File: src/verilog/tiv_defines.svh
// Register offsets, field positions, vectors and reset values of the vectoring block.
`ifndef TIV_DEFINES_SVH
`define TIV_DEFINES_SVH

`define TIV_ADDR_SOFT     8'h00
`define TIV_ADDR_LC       8'h04
`define TIV_ADDR_ERR      8'h08
`define TIV_ADDR_STWORD   8'h0c
`define TIV_ADDR_MAP      8'h10
`define TIV_ADDR_STAT     8'h14

`define TIV_LC_EN_BIT     6
`define TIV_TRACE_BIT     4
`define TIV_ERR_RED       2
`define TIV_ERR_YEL       3
`define TIV_ERR_TMO       4
`define TIV_ERR_ADR       6
`define TIV_ERR_HLT       7

`define TIV_RST16         16'h0000
`define TIV_RST8          8'h00

`define TIV_VEC_STACK     16'h0004
`define TIV_VEC_MAP       16'h00a8
`define TIV_VEC_PAR       16'h004c
`define TIV_VEC_TRACE     16'h000c
`define TIV_VEC_POWER     16'h0014
`define TIV_VEC_FLOAT     16'h00a4
`define TIV_VEC_SOFT      16'h00a0
`define TIV_VEC_LINE      16'h0040
`define TIV_VEC_TRAP      16'h001c
`define TIV_VEC_EMUL      16'h0018
`define TIV_VEC_IO        16'h0010
`define TIV_VEC_BRK       16'h000c
`define TIV_VEC_SUPV      16'h0008
`define TIV_VEC_HALT      16'h0004

`define TIV_IDX_MAP       5'h02
`define TIV_IDX_SYNC      5'h09
`define TIV_IDX_MASK      5'h0a
`define TIV_IDX_LINE      5'h0d

`endif

File: src/verilog/tiv_pkg.sv
// Types shared by the vectoring block.
package tiv_pkg;

    typedef enum logic [1:0] {
        tiv_idle = 2'b00,
        tiv_ack  = 2'b01,
        tiv_trap = 2'b10
    } tiv_state_t;

    typedef logic [4:0] tiv_idx_t;

endpackage

File: src/verilog/tiv_first_set.sv
// Fixed-order priority picker: the lowest set index wins.
`timescale 1ns/1ps
`default_nettype none

module tiv_first_set #(
    parameter int N = 22,
    parameter int W = 5
) (
    input  wire logic [N-1:0] req,
    output logic              found,
    output logic [W-1:0]      idx
);

    always_comb begin
        found = 1'b0;
        idx   = '0;
        for (int i = N - 1; i >= 0; i--) begin
            if (req[i]) begin
                found = 1'b1;
                idx   = W'(i);
            end
        end
    end

endmodule

`default_nettype wire

File: src/verilog/tiv_vector_ctrl.sv
// Trap and interrupt prioritisation and vectoring with an AHB-Lite port.
// Overview of operation
// - Four hardware request lines, levels 4 to 7, vector from requester.
// - Seven software levels from the soft request register, vector 240.
// - Soft level 7 from bit 15, priority 7, vector 240.
// - Soft level 6 from bit 14 arbitrates at priority 7.
// - Soft levels 5 to 1 from bits 13 to 9, priority equals level.
// - Red/yellow stack, address error, timeout trap via 4 and flag.
// - Mapping violation, status bits 13 to 15, traps via 250.
// - Trace bit 4 of status word set gives trace trap via 14.
// - External parity error or abort traps via 114.
// - Halt line takes no vector and enters console mode.
// - Halt line lowest normally, highest while a vector is read.
// - General trap to 34, emulator trap to 30, I/O trap to 20.
// - Breakpoint trap instruction vectors through 14.
// - Call-to-supervisor instruction vectors through 10.
// - Kernel halt: console with jumper, else emergency stack, vector 4.
// - Halt outside kernel is illegal: vector 4, error bit 7.
// - Soft register bits 7:5 and 3:1 read highest level set.
// - Line clock bit 6 lets line event raise level 6 via 100.
//
// Implementation choices: the AHB-Lite register port and the register addresses.
`timescale 1ns/1ps
`default_nettype none
`include "tiv_defines.svh"

module tiv_vector_ctrl (
    input  wire logic        mclk,
    input  wire logic        rstn,
    input  wire logic        hsel,
    input  wire logic [31:0] haddr,
    input  wire logic [1:0]  htrans,
    input  wire logic        hwrite,
    input  wire logic [2:0]  hsize,
    input  wire logic [31:0] hwdata,
    input  wire logic        hready,
    output logic [31:0]      hrdata,
    output logic             hreadyout,
    output logic             hresp,
    input  wire logic [3:0]  irq_req,
    input  wire logic [15:0] irq_vector,
    input  wire logic        irq_vec_valid,
    output logic [3:0]       irq_ack,
    input  wire logic        line_event_input,
    input  wire logic        red_stack_in,
    input  wire logic        yellow_stack_in,
    input  wire logic        addr_error_in,
    input  wire logic [1:0]  timeout_in,
    input  wire logic [2:0]  map_abort_in,
    input  wire logic        parity_abort_in,
    input  wire logic        power_fail_input,
    input  wire logic        float_exception_input,
    input  wire logic        instr_done,
    input  wire logic        general_trap_instr,
    input  wire logic        emulator_trap_instr,
    input  wire logic        io_trap_instr,
    input  wire logic        breakpoint_trap_instr,
    input  wire logic        call_supervisor_instr,
    input  wire logic        halt_instr,
    input  wire logic        halt_option_jumper,
    input  wire logic        halt_line,
    input  wire logic        vector_read,
    input  wire logic        console_start,
    input  wire logic        reset_instr,
    input  wire logic        trap_done,
    output logic             trap_req,
    output logic [15:0]      trap_vector,
    output logic             emergency_stack,
    output logic             console_monitor_mode
);

    tiv_pkg::tiv_state_t state;
    tiv_pkg::tiv_idx_t   cur_idx;
    tiv_pkg::tiv_idx_t   win_idx;
    logic [6:0]          soft_req;
    logic                lc_enable;
    logic [7:0]          err_reg;
    logic [15:0]         stat_word;
    logic [2:0]          map_stat;
    logic [8:0]          pend_nm;
    logic                sync_pend;
    logic [15:0]         sync_vec;
    logic                sync_esr;
    logic                pend_line;
    logic                wr_pend;
    logic [7:0]          wr_addr;

    function automatic logic [2:0] top_level(input logic [6:0] r);
        top_level = 3'h0;
        for (int i = 0; i < 7; i++) begin
            if (r[i]) begin
                top_level = 3'(i + 1);
            end
        end
    endfunction

    function automatic logic [2:0] lvl_of(input logic [4:0] i);
        case (i)
            5'h0a, 5'h0b, 5'h0c: lvl_of = 3'h7;
            5'h0d, 5'h0e:        lvl_of = 3'h6;
            5'h0f, 5'h10:        lvl_of = 3'h5;
            5'h11, 5'h12:        lvl_of = 3'h4;
            5'h13:               lvl_of = 3'h3;
            5'h14:               lvl_of = 3'h2;
            5'h15:               lvl_of = 3'h1;
            default:             lvl_of = 3'h0;
        endcase
    endfunction

    function automatic logic [1:0] line_of(input logic [4:0] i);
        case (i)
            5'h0b:   line_of = 2'h3;
            5'h0e:   line_of = 2'h2;
            5'h10:   line_of = 2'h1;
            default: line_of = 2'h0;
        endcase
    endfunction

    function automatic logic [15:0] vec_of(input logic [4:0] i,
                                           input logic [15:0] sv);
        case (i)
            5'h00, 5'h01, 5'h03, 5'h06: vec_of = `TIV_VEC_STACK;
            5'h02:   vec_of = `TIV_VEC_MAP;
            5'h04:   vec_of = `TIV_VEC_PAR;
            5'h05:   vec_of = `TIV_VEC_TRACE;
            5'h07:   vec_of = `TIV_VEC_POWER;
            5'h08:   vec_of = `TIV_VEC_FLOAT;
            5'h09:   vec_of = sv;
            5'h0d:   vec_of = `TIV_VEC_LINE;
            default: vec_of = `TIV_VEC_SOFT;
        endcase
    endfunction

    wire logic        ahb_go  = hsel && htrans[1] && hready;
    wire logic [2:0]  soft_top = top_level(soft_req);
    wire logic [2:0]  cur_prio = stat_word[7:5];
    wire logic        kernel   = (stat_word[15:14] == 2'b00);
    wire logic        wr_soft  = wr_pend && (wr_addr == `TIV_ADDR_SOFT);
    wire logic        wr_lc    = wr_pend && (wr_addr == `TIV_ADDR_LC);
    wire logic        wr_err   = wr_pend && (wr_addr == `TIV_ADDR_ERR);
    wire logic        wr_stw   = wr_pend && (wr_addr == `TIV_ADDR_STWORD);
    wire logic        wr_map   = wr_pend && (wr_addr == `TIV_ADDR_MAP);
    wire logic        lc_clear = console_start || reset_instr;
    wire logic        halt_k   = halt_instr && kernel;
    wire logic        halt_con = halt_k && halt_option_jumper;
    wire logic        halt_esr = halt_k && !halt_option_jumper;
    wire logic        halt_ill = halt_instr && !kernel;
    wire logic [15:0] soft_rd  = {soft_req, 1'b0, soft_top, 1'b0,
                                  soft_top, 1'b0};
    wire logic [15:0] stat_rd  = {console_monitor_mode, (state !=
                                  tiv_pkg::tiv_idle), 5'h00,
                                  trap_vector[8:0]};

    wire logic [15:0] rd_mux =
        (haddr[7:0] == `TIV_ADDR_SOFT) ? soft_rd :
        (haddr[7:0] == `TIV_ADDR_LC)   ? {9'h000, lc_enable, 6'h00} :
        (haddr[7:0] == `TIV_ADDR_ERR)  ? {8'h00, err_reg} :
        (haddr[7:0] == `TIV_ADDR_STWORD) ? stat_word :
        (haddr[7:0] == `TIV_ADDR_MAP)  ? {map_stat, 13'h0000} :
        (haddr[7:0] == `TIV_ADDR_STAT) ? stat_rd : 16'h0000;

    // Maskable sources in order: equal levels put software before hardware, except soft level 6, which follows hardware level 7.
    wire logic [11:0] raw_m = {soft_req[0], soft_req[1], soft_req[2],
                               irq_req[0], soft_req[3], irq_req[1],
                               soft_req[4], irq_req[2], pend_line,
                               soft_req[5], irq_req[3], soft_req[6]};
    logic [21:0] elig;
    logic        found;

    assign elig[8:0] = pend_nm;
    assign elig[9]   = sync_pend;
    for (genvar g = 0; g < 12; g++) begin : g_mask
        assign elig[10 + g] = raw_m[g] &&
            (lvl_of(5'(10 + g)) > cur_prio);
    end

    tiv_first_set #(
        .N (22),
        .W (5)
    ) u_pick (
        .req   (elig),
        .found (found),
        .idx   (win_idx)
    );

    wire logic take   = (state == tiv_pkg::tiv_idle) && found;
    wire logic is_hw  = (win_idx == 5'h0b) || (win_idx == 5'h0e) ||
                        (win_idx == 5'h10) || (win_idx == 5'h12);
    wire logic [8:0] clr_nm = (take && (win_idx < `TIV_IDX_SYNC)) ?
                              9'(9'h001 << win_idx) : 9'h000;
    wire logic [8:0] set_nm = {float_exception_input, power_fail_input,
                               yellow_stack_in,
                               instr_done && stat_word[`TIV_TRACE_BIT],
                               parity_abort_in, |timeout_in,
                               |map_abort_in, addr_error_in,
                               red_stack_in};
    wire logic sync_any = general_trap_instr || emulator_trap_instr ||
                          io_trap_instr || breakpoint_trap_instr ||
                          call_supervisor_instr || halt_esr || halt_ill;
    wire logic [15:0] sync_sel =
        general_trap_instr    ? `TIV_VEC_TRAP :
        emulator_trap_instr   ? `TIV_VEC_EMUL :
        io_trap_instr         ? `TIV_VEC_IO :
        breakpoint_trap_instr ? `TIV_VEC_BRK :
        call_supervisor_instr ? `TIV_VEC_SUPV :
        `TIV_VEC_HALT;
    wire logic [7:0] set_err = {halt_ill, addr_error_in, timeout_in,
                                yellow_stack_in, red_stack_in,
                                2'b00};
    wire logic [7:0] clr_err = wr_err ? hwdata[7:0] : 8'h00;
    wire logic [2:0] clr_map = wr_map ? hwdata[15:13] : 3'h0;

    always_ff @(posedge mclk or negedge rstn) begin
        if (!rstn) begin
            wr_pend   <= 1'b0;
            wr_addr   <= `TIV_RST8;
            hrdata    <= 32'h00000000;
            hreadyout <= 1'b0;
            hresp     <= 1'b0;
        end else begin
            wr_pend   <= ahb_go && hwrite;
            wr_addr   <= haddr[7:0];
            hrdata    <= (ahb_go && !hwrite) ? {16'h0000, rd_mux} : '0;
            hreadyout <= 1'b1;
            hresp     <= 1'b0;
        end
    end

    // Hardware sets win over software clears on the sticky flags.
    always_ff @(posedge mclk or negedge rstn) begin
        if (!rstn) begin
            soft_req  <= 7'h00;
            lc_enable <= 1'b0;
            stat_word <= `TIV_RST16;
            err_reg   <= `TIV_RST8;
            map_stat  <= 3'h0;
            pend_nm   <= 9'h000;
            pend_line <= 1'b0;
        end else begin
            soft_req  <= wr_soft ? hwdata[15:9] : soft_req;
            lc_enable <= lc_clear ? 1'b0 :
                         wr_lc ? hwdata[`TIV_LC_EN_BIT] : lc_enable;
            stat_word <= wr_stw ? hwdata[15:0] : stat_word;
            err_reg   <= (err_reg & ~clr_err) | set_err;
            map_stat  <= (map_stat & ~clr_map) | map_abort_in;
            pend_nm   <= (pend_nm & ~clr_nm) | set_nm;
            pend_line <= (pend_line && !(take &&
                         (win_idx == `TIV_IDX_LINE))) ||
                         (line_event_input && lc_enable);
        end
    end

    always_ff @(posedge mclk or negedge rstn) begin
        if (!rstn) begin
            sync_pend <= 1'b0;
            sync_vec  <= `TIV_RST16;
            sync_esr  <= 1'b0;
        end else if (sync_any) begin
            sync_pend <= 1'b1;
            sync_vec  <= sync_sel;
            sync_esr  <= halt_esr && !(general_trap_instr ||
                         emulator_trap_instr || io_trap_instr ||
                         breakpoint_trap_instr || call_supervisor_instr);
        end else if (take && (win_idx == `TIV_IDX_SYNC)) begin
            sync_pend <= 1'b0;
        end
    end

    always_ff @(posedge mclk or negedge rstn) begin
        if (!rstn) begin
            state                <= tiv_pkg::tiv_idle;
            cur_idx              <= 5'h00;
            irq_ack              <= 4'h0;
            trap_req             <= 1'b0;
            trap_vector          <= `TIV_RST16;
            emergency_stack      <= 1'b0;
            console_monitor_mode <= 1'b0;
        end else begin
            if (console_start) begin
                console_monitor_mode <= 1'b0;
            end else if (halt_con) begin
                console_monitor_mode <= 1'b1;
            end
            case (state)
                tiv_pkg::tiv_idle: begin
                    if (found && is_hw) begin
                        cur_idx <= win_idx;
                        irq_ack <= 4'h1 << line_of(win_idx);
                        state   <= tiv_pkg::tiv_ack;
                    end else if (found) begin
                        cur_idx         <= win_idx;
                        trap_req        <= 1'b1;
                        trap_vector     <= vec_of(win_idx, sync_vec);
                        emergency_stack <= (win_idx == `TIV_IDX_SYNC) &&
                                           sync_esr;
                        state           <= tiv_pkg::tiv_trap;
                    end else if (halt_line) begin
                        console_monitor_mode <= 1'b1;
                    end
                end
                tiv_pkg::tiv_ack: begin
                    if (irq_vec_valid) begin
                        irq_ack     <= 4'h0;
                        trap_req    <= 1'b1;
                        trap_vector <= irq_vector;
                        state       <= tiv_pkg::tiv_trap;
                    end else if (!irq_req[line_of(cur_idx)]) begin
                        irq_ack <= 4'h0;
                        state   <= tiv_pkg::tiv_idle;
                    end
                end
                tiv_pkg::tiv_trap: begin
                    if (halt_line && vector_read) begin
                        trap_req             <= 1'b0;
                        emergency_stack      <= 1'b0;
                        console_monitor_mode <= 1'b1;
                        state                <= tiv_pkg::tiv_idle;
                    end else if (trap_done) begin
                        trap_req        <= 1'b0;
                        emergency_stack <= 1'b0;
                        state           <= tiv_pkg::tiv_idle;
                    end
                end
                default: begin
                    state <= tiv_pkg::tiv_idle;
                end
            endcase
        end
    end
endmodule

`default_nettype wire

File: config.mk
export PLATFORM = sky130hd
export DESIGN_NAME = tiv_vector_ctrl
export DESIGN_NICKNAME = d
export VERILOG_FILES = /design/src/verilog/tiv_pkg.sv /design/src/verilog/tiv_first_set.sv /design/src/verilog/tiv_vector_ctrl.sv
export VERILOG_INCLUDE_DIRS = /design/src /design/src/verilog
export SDC_FILE = /design/constraint.sdc
export NUM_CORES = 1
export LEC_CHECK = 0
export ABC_AREA = 0
export BUFFER_PORTS_ARGS = -buffer_cell sky130_fd_sc_hd__buf_2
export CAP_MARGIN = 30
export CORE_MARGIN = 8
export CORE_UTILIZATION = 40
export CTS_BUF_LIST = sky130_fd_sc_hd__clkbuf_4 sky130_fd_sc_hd__clkbuf_8
export DETAILED_ROUTE_END_ITERATION = 12
export PLACE_DENSITY = 0.68
export SETUP_SLACK_MARGIN = 0.05
export SKIP_CTS_REPAIR_TIMING = 1
export SLEW_MARGIN = 25
export SYNTH_ARGS = -nofsm -noshare
export SYNTH_HDL_FRONTEND = slang
export SYNTH_SLANG_ARGS = --single-unit
File: constraint.sdc
create_clock -name mclk -period 6.37 [get_ports mclk]
set_input_delay 0 -clock mclk [delete_from_list [all_inputs] [get_ports mclk]]
set_output_delay 0 -clock mclk [all_outputs]
set_load 0.1 [all_outputs]
==> flow_summary.json, run 1 <==
{
  "rr_endpoint": "trap_vector[2]",
  "io-pin-count": 177,
  "whs_endpoint": "sync_vec[2]",
  "synth_xor_area_frac": 0,
  "start_point_of_the_worst_hold_path": "io_trap_instr",
  "max_freq_ghz": 0.3075,
  "grtUsageTotal": 0.1871,
  "holdCritPathClass": "in -> reg",
  "timing.final.max_slew_violations": 0,
  "die_height_um": 131.3,
  "gp_routability_congestion": 0.8878,
  "most-common-layout-cells": "buf_2 (114), dfrtp_1 (106), dlygate4sd3_1 (76), nand2_1 (64), nor2_1 (59)",
  "largest_registers_ranked_by_flip_flop_count": "hrdata: 16 flops, stat_word: 16 flops, trap_vector: 16 flops",
  "die_area_um2": 17240,
  "critPathCaptureType": "flop",
  "maxCapViolations": 0,
  "crit_fanout": 17,
  "violations": "hold timing",
  "layout_setup_ws_ns": 3.118,
  "r2r_start": "stat_word[7]",
  "portion_of_the_clock_cycle_consumed_by_the_worst_path_in_the_final_layout": 0.5105,
  "yosys.area_share.adder": 0,
  "timing_hold_violations_final": 3,
  "grt_pass1_vias": 4658,
  "synthMuxAreaShare": 0.08096,
  "synth_enable_flop_cells": 0,
  "antenna_cells_inserted": 0,
  "via_count": 4790,
  "worst-setup-path-type": "reg -> reg",
  "first_iter_violations": 359,
  "r2r.worst_path.cells": 8,
  "ys.flop_type": "dfrtp_1",
  "p_leak_nw": 3.093,
  "cell_count_after_synthesis": 540,
  "cts_buffers": 9,
  "tritoncts": "built",
  "worst_case_setup_slack_after_placement_ns": 3.173,
  "share_of_synthesized_cell_area_in_and_or_nand_and_nor_gates": 0.1742,
  "timing.final.crit_period_ns": 3.252,
  "powerDensity_nw_per_um2": 229.5,
  "cts.path.max_buffers": 2,
  "drt_pre_antenna_iters": 5,
  "rrSetupSlack_ns": 3.12,
  "synth_area_per_cell_um2": 9.845,
  "post_layout_nonfiller_instances": 906,
  "core_area_um2": 13140,
  "main_combinational_cell_family_by_area_after_synthesis": "compound AO/OA/AOI/OAI gates",
  "port_buffers": 115,
  "area.growth.synth_to_final_pct": 30.22,
  "relSlewSlack": 0.3865,
  "final_layout_size_suffix_gt1_frac": 0.2329,
  "critical_path.startpoint_type": "flop",
  "setup_violations": 0,
  "worst_ep_arrival_time_ns": 3.53,
  "dpl.cell_count": 814,
  "clk_pin_slew_worst_paths_ns": 0.10,
  "worstMarginPinSlew_ns": 0.9177,
  "rsz0062_at_grt": "no",
  "commonest_non_fill_non_tap_cell_in_the_layout": "buf_2",
  "cts_max_level": 3,
  "start_util": 0.4047,
  "global_route.overflow_total": 0,
  "floorplan.rows": 42,
  "die-width_um": 131.3,
  "routed_wire_length_per_instance_um": 18.49,
  "viasPerCell": 5.287,
  "ys_ff_latch": 106,
  "synthArstFlopShare": 1.000,
  "antenna_found_initial": 0,
  "cp.required_ns": 6.65,
  "grt_first_pass_wirelength_um": 25850,
  "detail-route-antenna-nets": 0,
  "cts.sink_count": 106,
  "maximum_number_of_pins_on_one_net_before_global_route_repair": 64,
  "timing.setup.tns_ns": 0,
  "clockRootBuffer": "clkbuf_8",
  "seq_area_frac_synth": 0.4989,
  "largest_clock_skew_in_the_final_design_ns": 0.01170,
  "status": "finished with violations",
  "final.hold.worst_slack_ns": -0.02727,
  "detail_route.wirelength_um": 16750,
  "finalCoreUtilization": 0.5270,
  "share_of_the_synthesized_area_in_compound_gates_ao_oa_aoi_oai": 0.1833,
  "timing.hold.worst_path_depth": 4,
  "synthesis.area_um2": 5316,
  "ys.warnings.count": 0,
  "drcViolationCount": 0,
  "ir_drop_mv": 0.1963,
  "insertion_delay_ns": 0.38,
  "fin_nets": 845,
  "ys_types": 74,
  "dp.final_hpwl_um": 12160
}
==> per-stage QoR <==
stage | hold slack [ns] | cell area (um^2) | power (mW)
2_1_floorplan | -0.2956 | 5376 | 1.053
3_3_place_gp | 0.1234 | 5966 | 1.148
3_5_place_dp | 0.1263 | 5966 | 1.153
4_1_cts | -0.2819 | 6160 | 1.565
5_1_grt | 0.008949 | 6923 | 1.662
6_report | -0.02727 | 6923 | 1.589
==> how the worst max path moves through the flow <==
stage / slack (ns) / startpoint / to / cells past startpoint
floorplan: 4.03 / pend_nm[2] / trap_vector[2] / 9
global placement: 3.19 / stat_word[7] / trap_vector[2] / 8
detailed placement: 3.17 / stat_word[7] / trap_vector[3] / 8
CTS: 3.15 / stat_word[7] / trap_vector[2] / 8
global route: 2.76 / stat_word[7] / trap_vector[2] / 8
finish: 3.12 / stat_word[7] / trap_vector[2] / 8
==> cell usage after synthesis, drive strengths merged, types with 3 or more instances <==
| library cell | instances | area [um^2] |
|---|---|---|
| a21boi | 6 | 45.04 |
| a21o | 15 | 112.6 |
| a21oi | 27 | 135.1 |
| a222oi | 3 | 30.03 |
| a22oi | 5 | 37.54 |
| a31oi | 9 | 71.32 |
| and3 | 3 | 18.77 |
| buf | 25 | 181.4 |
| clkbuf | 9 | 35.03 |
| dfrtp | 106 | 2653 |
| inv | 29 | 108.9 |
| mux2 | 24 | 270.3 |
| mux2i | 16 | 160.2 |
| nand2 | 65 | 251.5 |
| nand2b | 6 | 37.54 |
| nand3 | 10 | 50.05 |
| nor2 | 61 | 239.0 |
| nor2b | 7 | 43.79 |
| nor3 | 13 | 70.07 |
| nor3b | 3 | 27.52 |
| nor4 | 7 | 50.05 |
| o211ai | 3 | 22.52 |
| o21ai | 22 | 110.1 |
| o21bai | 4 | 41.29 |
| o2bb2ai | 7 | 61.31 |
| o31a | 3 | 26.28 |
| o31ai | 6 | 50.05 |
| or2 | 3 | 18.77 |
| or4 | 4 | 30.03 |
==> kinds of logic (layout without fill, tap and decap cells) <==
kind of cell    Yosys count  after routing
compound gates          136            136
buf+inv                  63            237
flops                   106            106
mux                      40             40
other cells               2             18
simple gates            193            193
==> layout make-up <==
type | instances | area (um^2)
clock buffer | 12 | 158.9
clock inverter | 4 | 35.03
fill | 1211 | 6215
inverter | 29 | 108.9
multi-input combinational | 387 | 2401
sequential | 106 | 2653
tap | 176 | 220.2
timing repair buffer | 192 | 1346
==> where the power goes <==
| part | switching, mW | internal, mW | total, mW |
|---|---|---|---|
| Clock | 0.237 | 0.172 | 0.409 |
| Combinational | 0.300 | 0.128 | 0.428 |
| Sequential | 0.0450 | 0.707 | 0.752 |
==> worst max-delay path: stages, from the launching register on <==
cell,delay [ns]
dfrtp_1,0.62
and3_1,0.27
o21ai_1,0.24
nor2_1,0.31
nand2_1,0.14
o21ai_1,0.59
nand2_1,0.29
nand2_4,0.32
mux2_1,0.35
==> metal layers <==
layer / GRT usage / wire length (um) / vias to the layer above
li1: - / - / 2264
met1: 0.2533 / 7460 / 2338
met2: 0.2884 / 8006 / 177
met3: 0.05412 / 1106 / 11
met4: 0.04595 / 176 / 0
met5: 0 / 0 / -
Note: power is estimated with default switching activity, not from simulation.
==> inputs of run 2 (changes only) <==
ABC_AREA = 1   (was 0)
PLACE_DENSITY = 0.67   (was 0.68)
clock period = 3 ns   (was 6.37 ns; I/O delays follow)
==> run 2 against run 1 <==
The run still ends with hold timing left. Register-to-register slack lost 2.9 ns. Wire length down 2.8%. Final area grew 7.0%. Global-route usage fell by 1.0 points. Clock power grew to 2.6 times the previous value. Combinational power increased to 2.6 times the previous value. Utilization rose by 3.3 points. Critical path depth is 3 higher. Sequential power grew 110%. Critical path type unchanged. Highest routed layer unchanged.
==> flow_summary.json, run 2 <==
{
  "drt_pre_antenna_iters": 5,
  "port_buffers": 115,
  "gp_routability_congestion": 0.8816,
  "synth_area_leaders": "dfrtp_1 (49%), nand2_1 (13%), inv_1 (6.8%), o21ai_0 (5.0%), nor2_1 (4.1%)",
  "detail-route-antenna-nets": 0,
  "antenna_found_initial": 0,
  "powerDensity_nw_per_um2": 506.5,
  "floorplan.rows": 42,
  "largest_clock_skew_in_the_final_design_ns": 0.01625,
  "whs_endpoint": "trap_vector[3]",
  "dr_wl_met2_um": 7699,
  "grtUsageTotal": 0.1770,
  "fillerInstances": 1224,
  "seq_area_frac_synth": 0.4901,
  "ys_types": 45,
  "ys_ff_latch": 106,
  "crit_fanout": 8,
  "timing.final.max_slew_violations": 0,
  "rsz0062_at_grt": "yes",
  "core_area_um2": 13240,
  "worst_ep_arrival_time_ns": 3.10,
  "detail_route.wirelength_um": 16280,
  "portion_of_the_clock_cycle_consumed_by_the_worst_path_in_the_final_layout": 0.9436,
  "cp.required_ns": 3.27,
  "worstMarginPinSlew_ns": 0.7925,
  "yosysMostFrequentCell": "nand2_1",
  "cellInternalPower_mw": 2.381,
  "dp.final_hpwl_um": 11660,
  "critPathSlowestCell": "nor4_1",
  "critical_path.most_common_cell": "nand2_1",
  "timing.final.crit_period_ns": 2.831,
  "critPathTopFamily": "simple AND/OR/NAND/NOR gates",
  "p_seq_frac": 0.415,
  "clockRootBuffer": "clkbuf_8",
  "synthArstFlopShare": 1.000,
  "multi_input_comb_area_um2": 2331,
  "maxCapViolations": 0,
  "post_dp_cell_area_um2": 6196,
  "timing.hold.worst_path_depth": 5,
  "fin_nets": 1028,
  "ys.warnings.count": 0,
  "violations": "hold timing",
  "netSwitchingFraction": 0.3656,
  "yosys-top-cells-count": "nand2_1 (192), dfrtp_1 (106), inv_1 (98)",
  "antenna_cells_inserted": 0,
  "cts_buffers": 9,
  "maximum_number_of_pins_on_one_net_before_global_route_repair": 71,
  "report.power.total_mw": 3.753,
  "cts.sink_count": 106,
  "relSlewSlack": 0.4650,
  "insertion_delay_ns": 0.39,
  "start_util": 0.4087,
  "routed_wire_length_per_instance_um": 14.96,
  "io-pin-count": 177,
  "tritoncts": "built",
  "critical_path.max_stage_delay_ns": 0.55,
  "synth_enable_flop_cells": 0,
  "die-width_um": 132.3,
  "r2r_start": "pend_nm[3]",
  "critPathCaptureType": "flop",
  "max_freq_ghz": 0.3532,
  "seq_area_um2": 2656,
  "commonest_non_fill_non_tap_cell_in_the_layout": "nand2_1",
  "clk_pin_slew_worst_paths_ns": 0.10,
  "comb_power_share": 0.302,
  "cp_cell_sequence": "nor4_1, nand2_1, nor3_2, inv_2, nand2_1, nand2_1, a21oi_1, inv_2, nand2_8, inv_4, or2_1",
  "cts.path.max_buffers": 2,
  "viasPerCell": 4.871,
  "final_layout_size_suffix_gt1_frac": 0.2368,
  "area.growth.synth_to_final_pct": 36.89,
  "buffers_and_inverters_on_the_worst_path": 3,
  "timing.setup.tns_ns": 0,
  "rr_endpoint": "state[1]",
  "cell_count_after_synthesis": 693,
  "worst-setup-path-type": "reg -> reg",
  "wl_met1_um": 7323,
  "met3RoutedLength_um": 905,
  "netlist.top_cell.by_area": "dfrtp_1",
  "ir_drop_mv": 0.6215,
  "top_layer_used": "met4",
  "largest_registers_ranked_by_flip_flop_count": "hrdata: 16 flops, stat_word: 16 flops, trap_vector: 16 flops",
  "drcViolationCount": 0,
  "critical_path.startpoint_type": "flop",
  "timing_hold_violations_final": 2,
  "post-route-cell-area_um2": 7410,
  "most-common-layout-cells": "nand2_1 (186), buf_2 (114), dfrtp_1 (103), inv_1 (98), dlygate4sd3_1 (71)",
  "synth_top_area_frac": 0.4901,
  "holdCritPathClass": "in -> reg",
  "setup_violations": 0,
  "clock_power_share": 0.283,
  "die_area_um2": 17510,
  "via_count": 5300,
  "grt_pass1_vias": 4950,
  "cts_max_level": 3,
  "synth_area_per_cell_um2": 7.811,
  "first_iter_violations": 366,
  "netSwitchingPower_mw": 1.372,
  "global_route.overflow_total": 0,
  "start_point_of_the_worst_hold_path": "irq_vector[3]",
  "rrSetupSlack_ns": 0.17,
  "ys.flop_type": "dfrtp_1",
  "final.hold.worst_slack_ns": -0.03620,
  "grt_first_pass_wirelength_um": 25120,
  "r2r.worst_path.cells": 11,
  "p_leak_nw": 3.803,
  "synthesis.area_um2": 5413,
  "die_height_um": 132.3,
  "status": "finished with violations"
}
[run 2: cell types whose count changed after synthesis, sizes merged, moves of 7 or more]
cell,change
mux2i,-15
o21ai,+56
nor2b,-7
nand4,+10
mux2,-23
nand3,+14
inv,+83
nand2,+133
a21o,-15
[run 2: worst max-delay path by stage]
stage,start,to,slack [ns],cells past startpoint
CTS,stat_word[6],state[1],0.13,19
finish,pend_nm[3],state[1],0.17,11
global route,stat_word[7],trap_vector[3],0.006,29
global placement,stat_word[6],state[1],0.21,19
floorplan,stat_word[6],trap_vector[8],0.62,27
detailed placement,stat_word[6],state[1],0.17,19
[run 2: cells by family after synthesis]
| family | synth area share |
|---|---|
| buffers and inverters | 0.1114 |
| DFF | 0.4901 |
| other | 0.001387 |
| muxes | 0.003930 |
| AOI/OAI and AO/OA | 0.1408 |
| and+or+nand+nor | 0.2524 |
[run 2: power groups by stage]
stage | registers [mW] | clock network, mW | logic [mW]
floorplan | 1.81 | 0 | 0.503
global placement | 1.58 | 0 | 0.945
detailed placement | 1.58 | 0 | 0.950
CTS | 1.56 | 1.09 | 0.955
global route | 1.57 | 1.14 | 1.22
finish | 1.56 | 1.06 | 1.13
[run 2: final cells by class]
class / instances / area share
Sequential cell: 106 / 0.3585
Multi-Input combinational cell: 465 / 0.3146
Timing Repair Buffer: 213 / 0.2069
Inverter: 113 / 0.05826
Tap cell: 176 / 0.02972
Clock buffer: 11 / 0.01874
Clock inverter: 4 / 0.01334
[run 2: layer usage]
metal  up-vias  track usage
li1       2617            -
met1      2492       0.2331
met2       166       0.2795
met3        25      0.04116
met4         0      0.05994
met5         -            0
[run 2: worst min-delay path: stages]
cell     delay (ns)
buf_2          0.09
nand2_1        0.05
nand2_1        0.05
nand2_1        0.05
o21ai_1        0.07
[run 2: stage by stage]
stage	util	hold WS (ns)	instances	setup WS [ns]
2_1_floorplan	-	-0.2956	709	0.6249
3_3_place_gp	0.4679	0.1230	985	0.2070
3_5_place_dp	0.4679	0.1234	985	0.1682
4_1_cts	0.4858	-0.2872	1000	0.1256
5_1_grt	0.5595	0.005695	1088	0.005803
6_report	0.5595	-0.03620	1088	0.1691
==> inputs of run 3 (changes only) <==
CORE_MARGIN = 2   (was 8)
==> run 3 against run 2 <==
Clock power shrank 7%. Highest routed layer unchanged. First-iteration DRC count shrank 31%. Register-to-register slack gained 0.15 ns. Critical path depth grew 18. The run now ends clean.
==> flow_summary.json, run 3 (synthesized netlist as in run 2, its figures left out) <==
{
  "rr_endpoint": "trap_vector[14]",
  "die_area_um2": 14480,
  "clockRootBuffer": "clkbuf_8",
  "grt_first_pass_wirelength_um": 23030,
  "drt_pre_antenna_iters": 5,
  "fin_nets": 1014,
  "die-width_um": 120.3,
  "gp_routability_congestion": 0.9266,
  "clk_pin_slew_worst_paths_ns": 0.10,
  "timing.final.max_slew_violations": 0,
  "grt_pass1_vias": 4774,
  "detail-route-antenna-nets": 0,
  "relSlewSlack": 0.4463,
  "area.growth.synth_to_final_pct": 33.19,
  "setup_violations": 0,
  "worst_ep_arrival_time_ns": 2.94,
  "critPathSlowestCell": "dfrtp_2",
  "seq_area_um2": 2656,
  "worst-setup-path-type": "reg -> reg",
  "critPathCaptureType": "flop",
  "portion_of_the_clock_cycle_consumed_by_the_worst_path_in_the_final_layout": 0.8926,
  "die_height_um": 120.3,
  "cp.required_ns": 3.26,
  "multi_input_comb_area_um2": 2266,
  "most-common-layout-cells": "nand2_1 (191), buf_2 (114), dfrtp_1 (103), inv_1 (98), dlygate4sd3_1 (66)",
  "p_leak_nw": 3.732,
  "largest_registers_ranked_by_flip_flop_count": "hrdata: 16 flops, stat_word: 16 flops, trap_vector: 16 flops",
  "groute.layer.met2.usage": 0.3192,
  "cts.path.max_buffers": 2,
  "floorplan.rows": 42,
  "rrSetupSlack_ns": 0.32,
  "largest_clock_skew_in_the_final_design_ns": 0.008139,
  "fillerInstances": 1299,
  "maxCapViolations": 0,
  "cts_buffers": 9,
  "report.power.total_mw": 3.641,
  "critical_path.max_stage_delay_ns": 0.48,
  "holdCritPathClass": "in -> reg",
  "r2r.worst_path.cells": 29,
  "antenna_found_initial": 0,
  "detail_route.wirelength_um": 15060,
  "cts.sink_count": 106,
  "cts_max_level": 3,
  "worstMarginPinSlew_ns": 0.8201,
  "timing_hold_violations_final": 0,
  "maximum_number_of_pins_on_one_net_before_global_route_repair": 60,
  "grtUsageTotal": 0.2017,
  "routed_wire_length_per_instance_um": 14.03,
  "final_layout_size_suffix_gt1_frac": 0.2227,
  "final.hold.worst_slack_ns": 0.008456,
  "core_area_um2": 13240,
  "global_route.overflow_total": 0,
  "start_util": 0.4087,
  "io-pin-count": 177,
  "critPathLaunch": "stat_word[7]",
  "grtUsageMet3": 0.03019,
  "powerDensity_nw_per_um2": 505.1,
  "viasPerCell": 4.758,
  "critical_path.startpoint_type": "flop",
  "timing.final.crit_period_ns": 2.678,
  "antenna_cells_inserted": 0,
  "timing.setup.tns_ns": 0,
  "crit_fanout": 11,
  "port_buffers": 115,
  "via_count": 5110,
  "grt_busiest_layer": "met2",
  "status": "finished, final reports clean",
  "max_freq_ghz": 0.3734,
  "drcViolationCount": 0,
  "first_iter_violations": 253,
  "insertion_delay_ns": 0.37,
  "met1_usage": 0.2854,
  "tritoncts": "built",
  "critical_path.most_common_cell": "nand2_1",
  "rsz0062_at_grt": "yes",
  "commonest_non_fill_non_tap_cell_in_the_layout": "nand2_1",
  "timing.critical_path.to": "trap_vector[14]",
  "dp.final_hpwl_um": 11010,
  "r2r_start": "stat_word[7]",
  "ir_drop_mv": 0.3539
}
-- run 3: stage by stage --
stage	instance area, um^2	setup WS, ns	cells	utilization
6_report	7209	0.3222	1074	0.5444
5_1_grt	7209	0.002746	1074	0.5444
4_1_cts	6435	0.2013	1001	0.4859
3_5_place_dp	6216	0.2330	986	0.4694
3_3_place_gp	6216	0.2491	986	0.4694
2_1_floorplan	5473	0.6249	709	-
-- run 3: worst min-delay path by stage --
| stage | startpoint | slack [ns] | to | cells past startpoint |
|---|---|---|---|---|
| after floorplan | rstn | -0.30 | console_monitor_mode | 0 |
| after CTS | rstn | -0.28 | wr_addr[7] | 1 |
| after detailed placement | rstn | 0.13 | wr_addr[7] | 1 |
| after global routing | irq_vector[7] | 0.01 | trap_vector[7] | 5 |
| after global placement | haddr[6] | 0.12 | wr_addr[6] | 1 |
| final | io_trap_instr | 0.008 | sync_vec[2] | 4 |
-- run 3: critical path: cells and delay by family (launching register included) --
| kind | cells | cell delay [ns] |
|---|---|---|
| flops | 1 | 0.48 |
| buf+inv | 2 | 0.24 |
| simple gates | 26 | 1.77 |
| compound gates | 1 | 0.06 |
-- run 3: area by class of cell --
cell class,count,area share
repair buffers,200,0.1968
flip-flops and latches,106,0.3684
clock buffers,11,0.02013
multi-input cells,464,0.3143
inverters,113,0.05953
well taps,176,0.03054
clock inverters,4,0.01024
-- run 3: layer usage --
layer / up-vias / wire, um
met3: 22 / 667
met4: 0 / 295
met2: 136 / 7062
met5: - / 0
met1: 2367 / 7038
li1: 2585 / -
-- run 3: where the power goes --
group          internal (mW)  leakage [nW]  switching, mW  total [mW]
clock                  0.500         0.113          0.486       0.987
combinational          0.301          2.40          0.796        1.10
sequential              1.50          1.22         0.0592        1.56
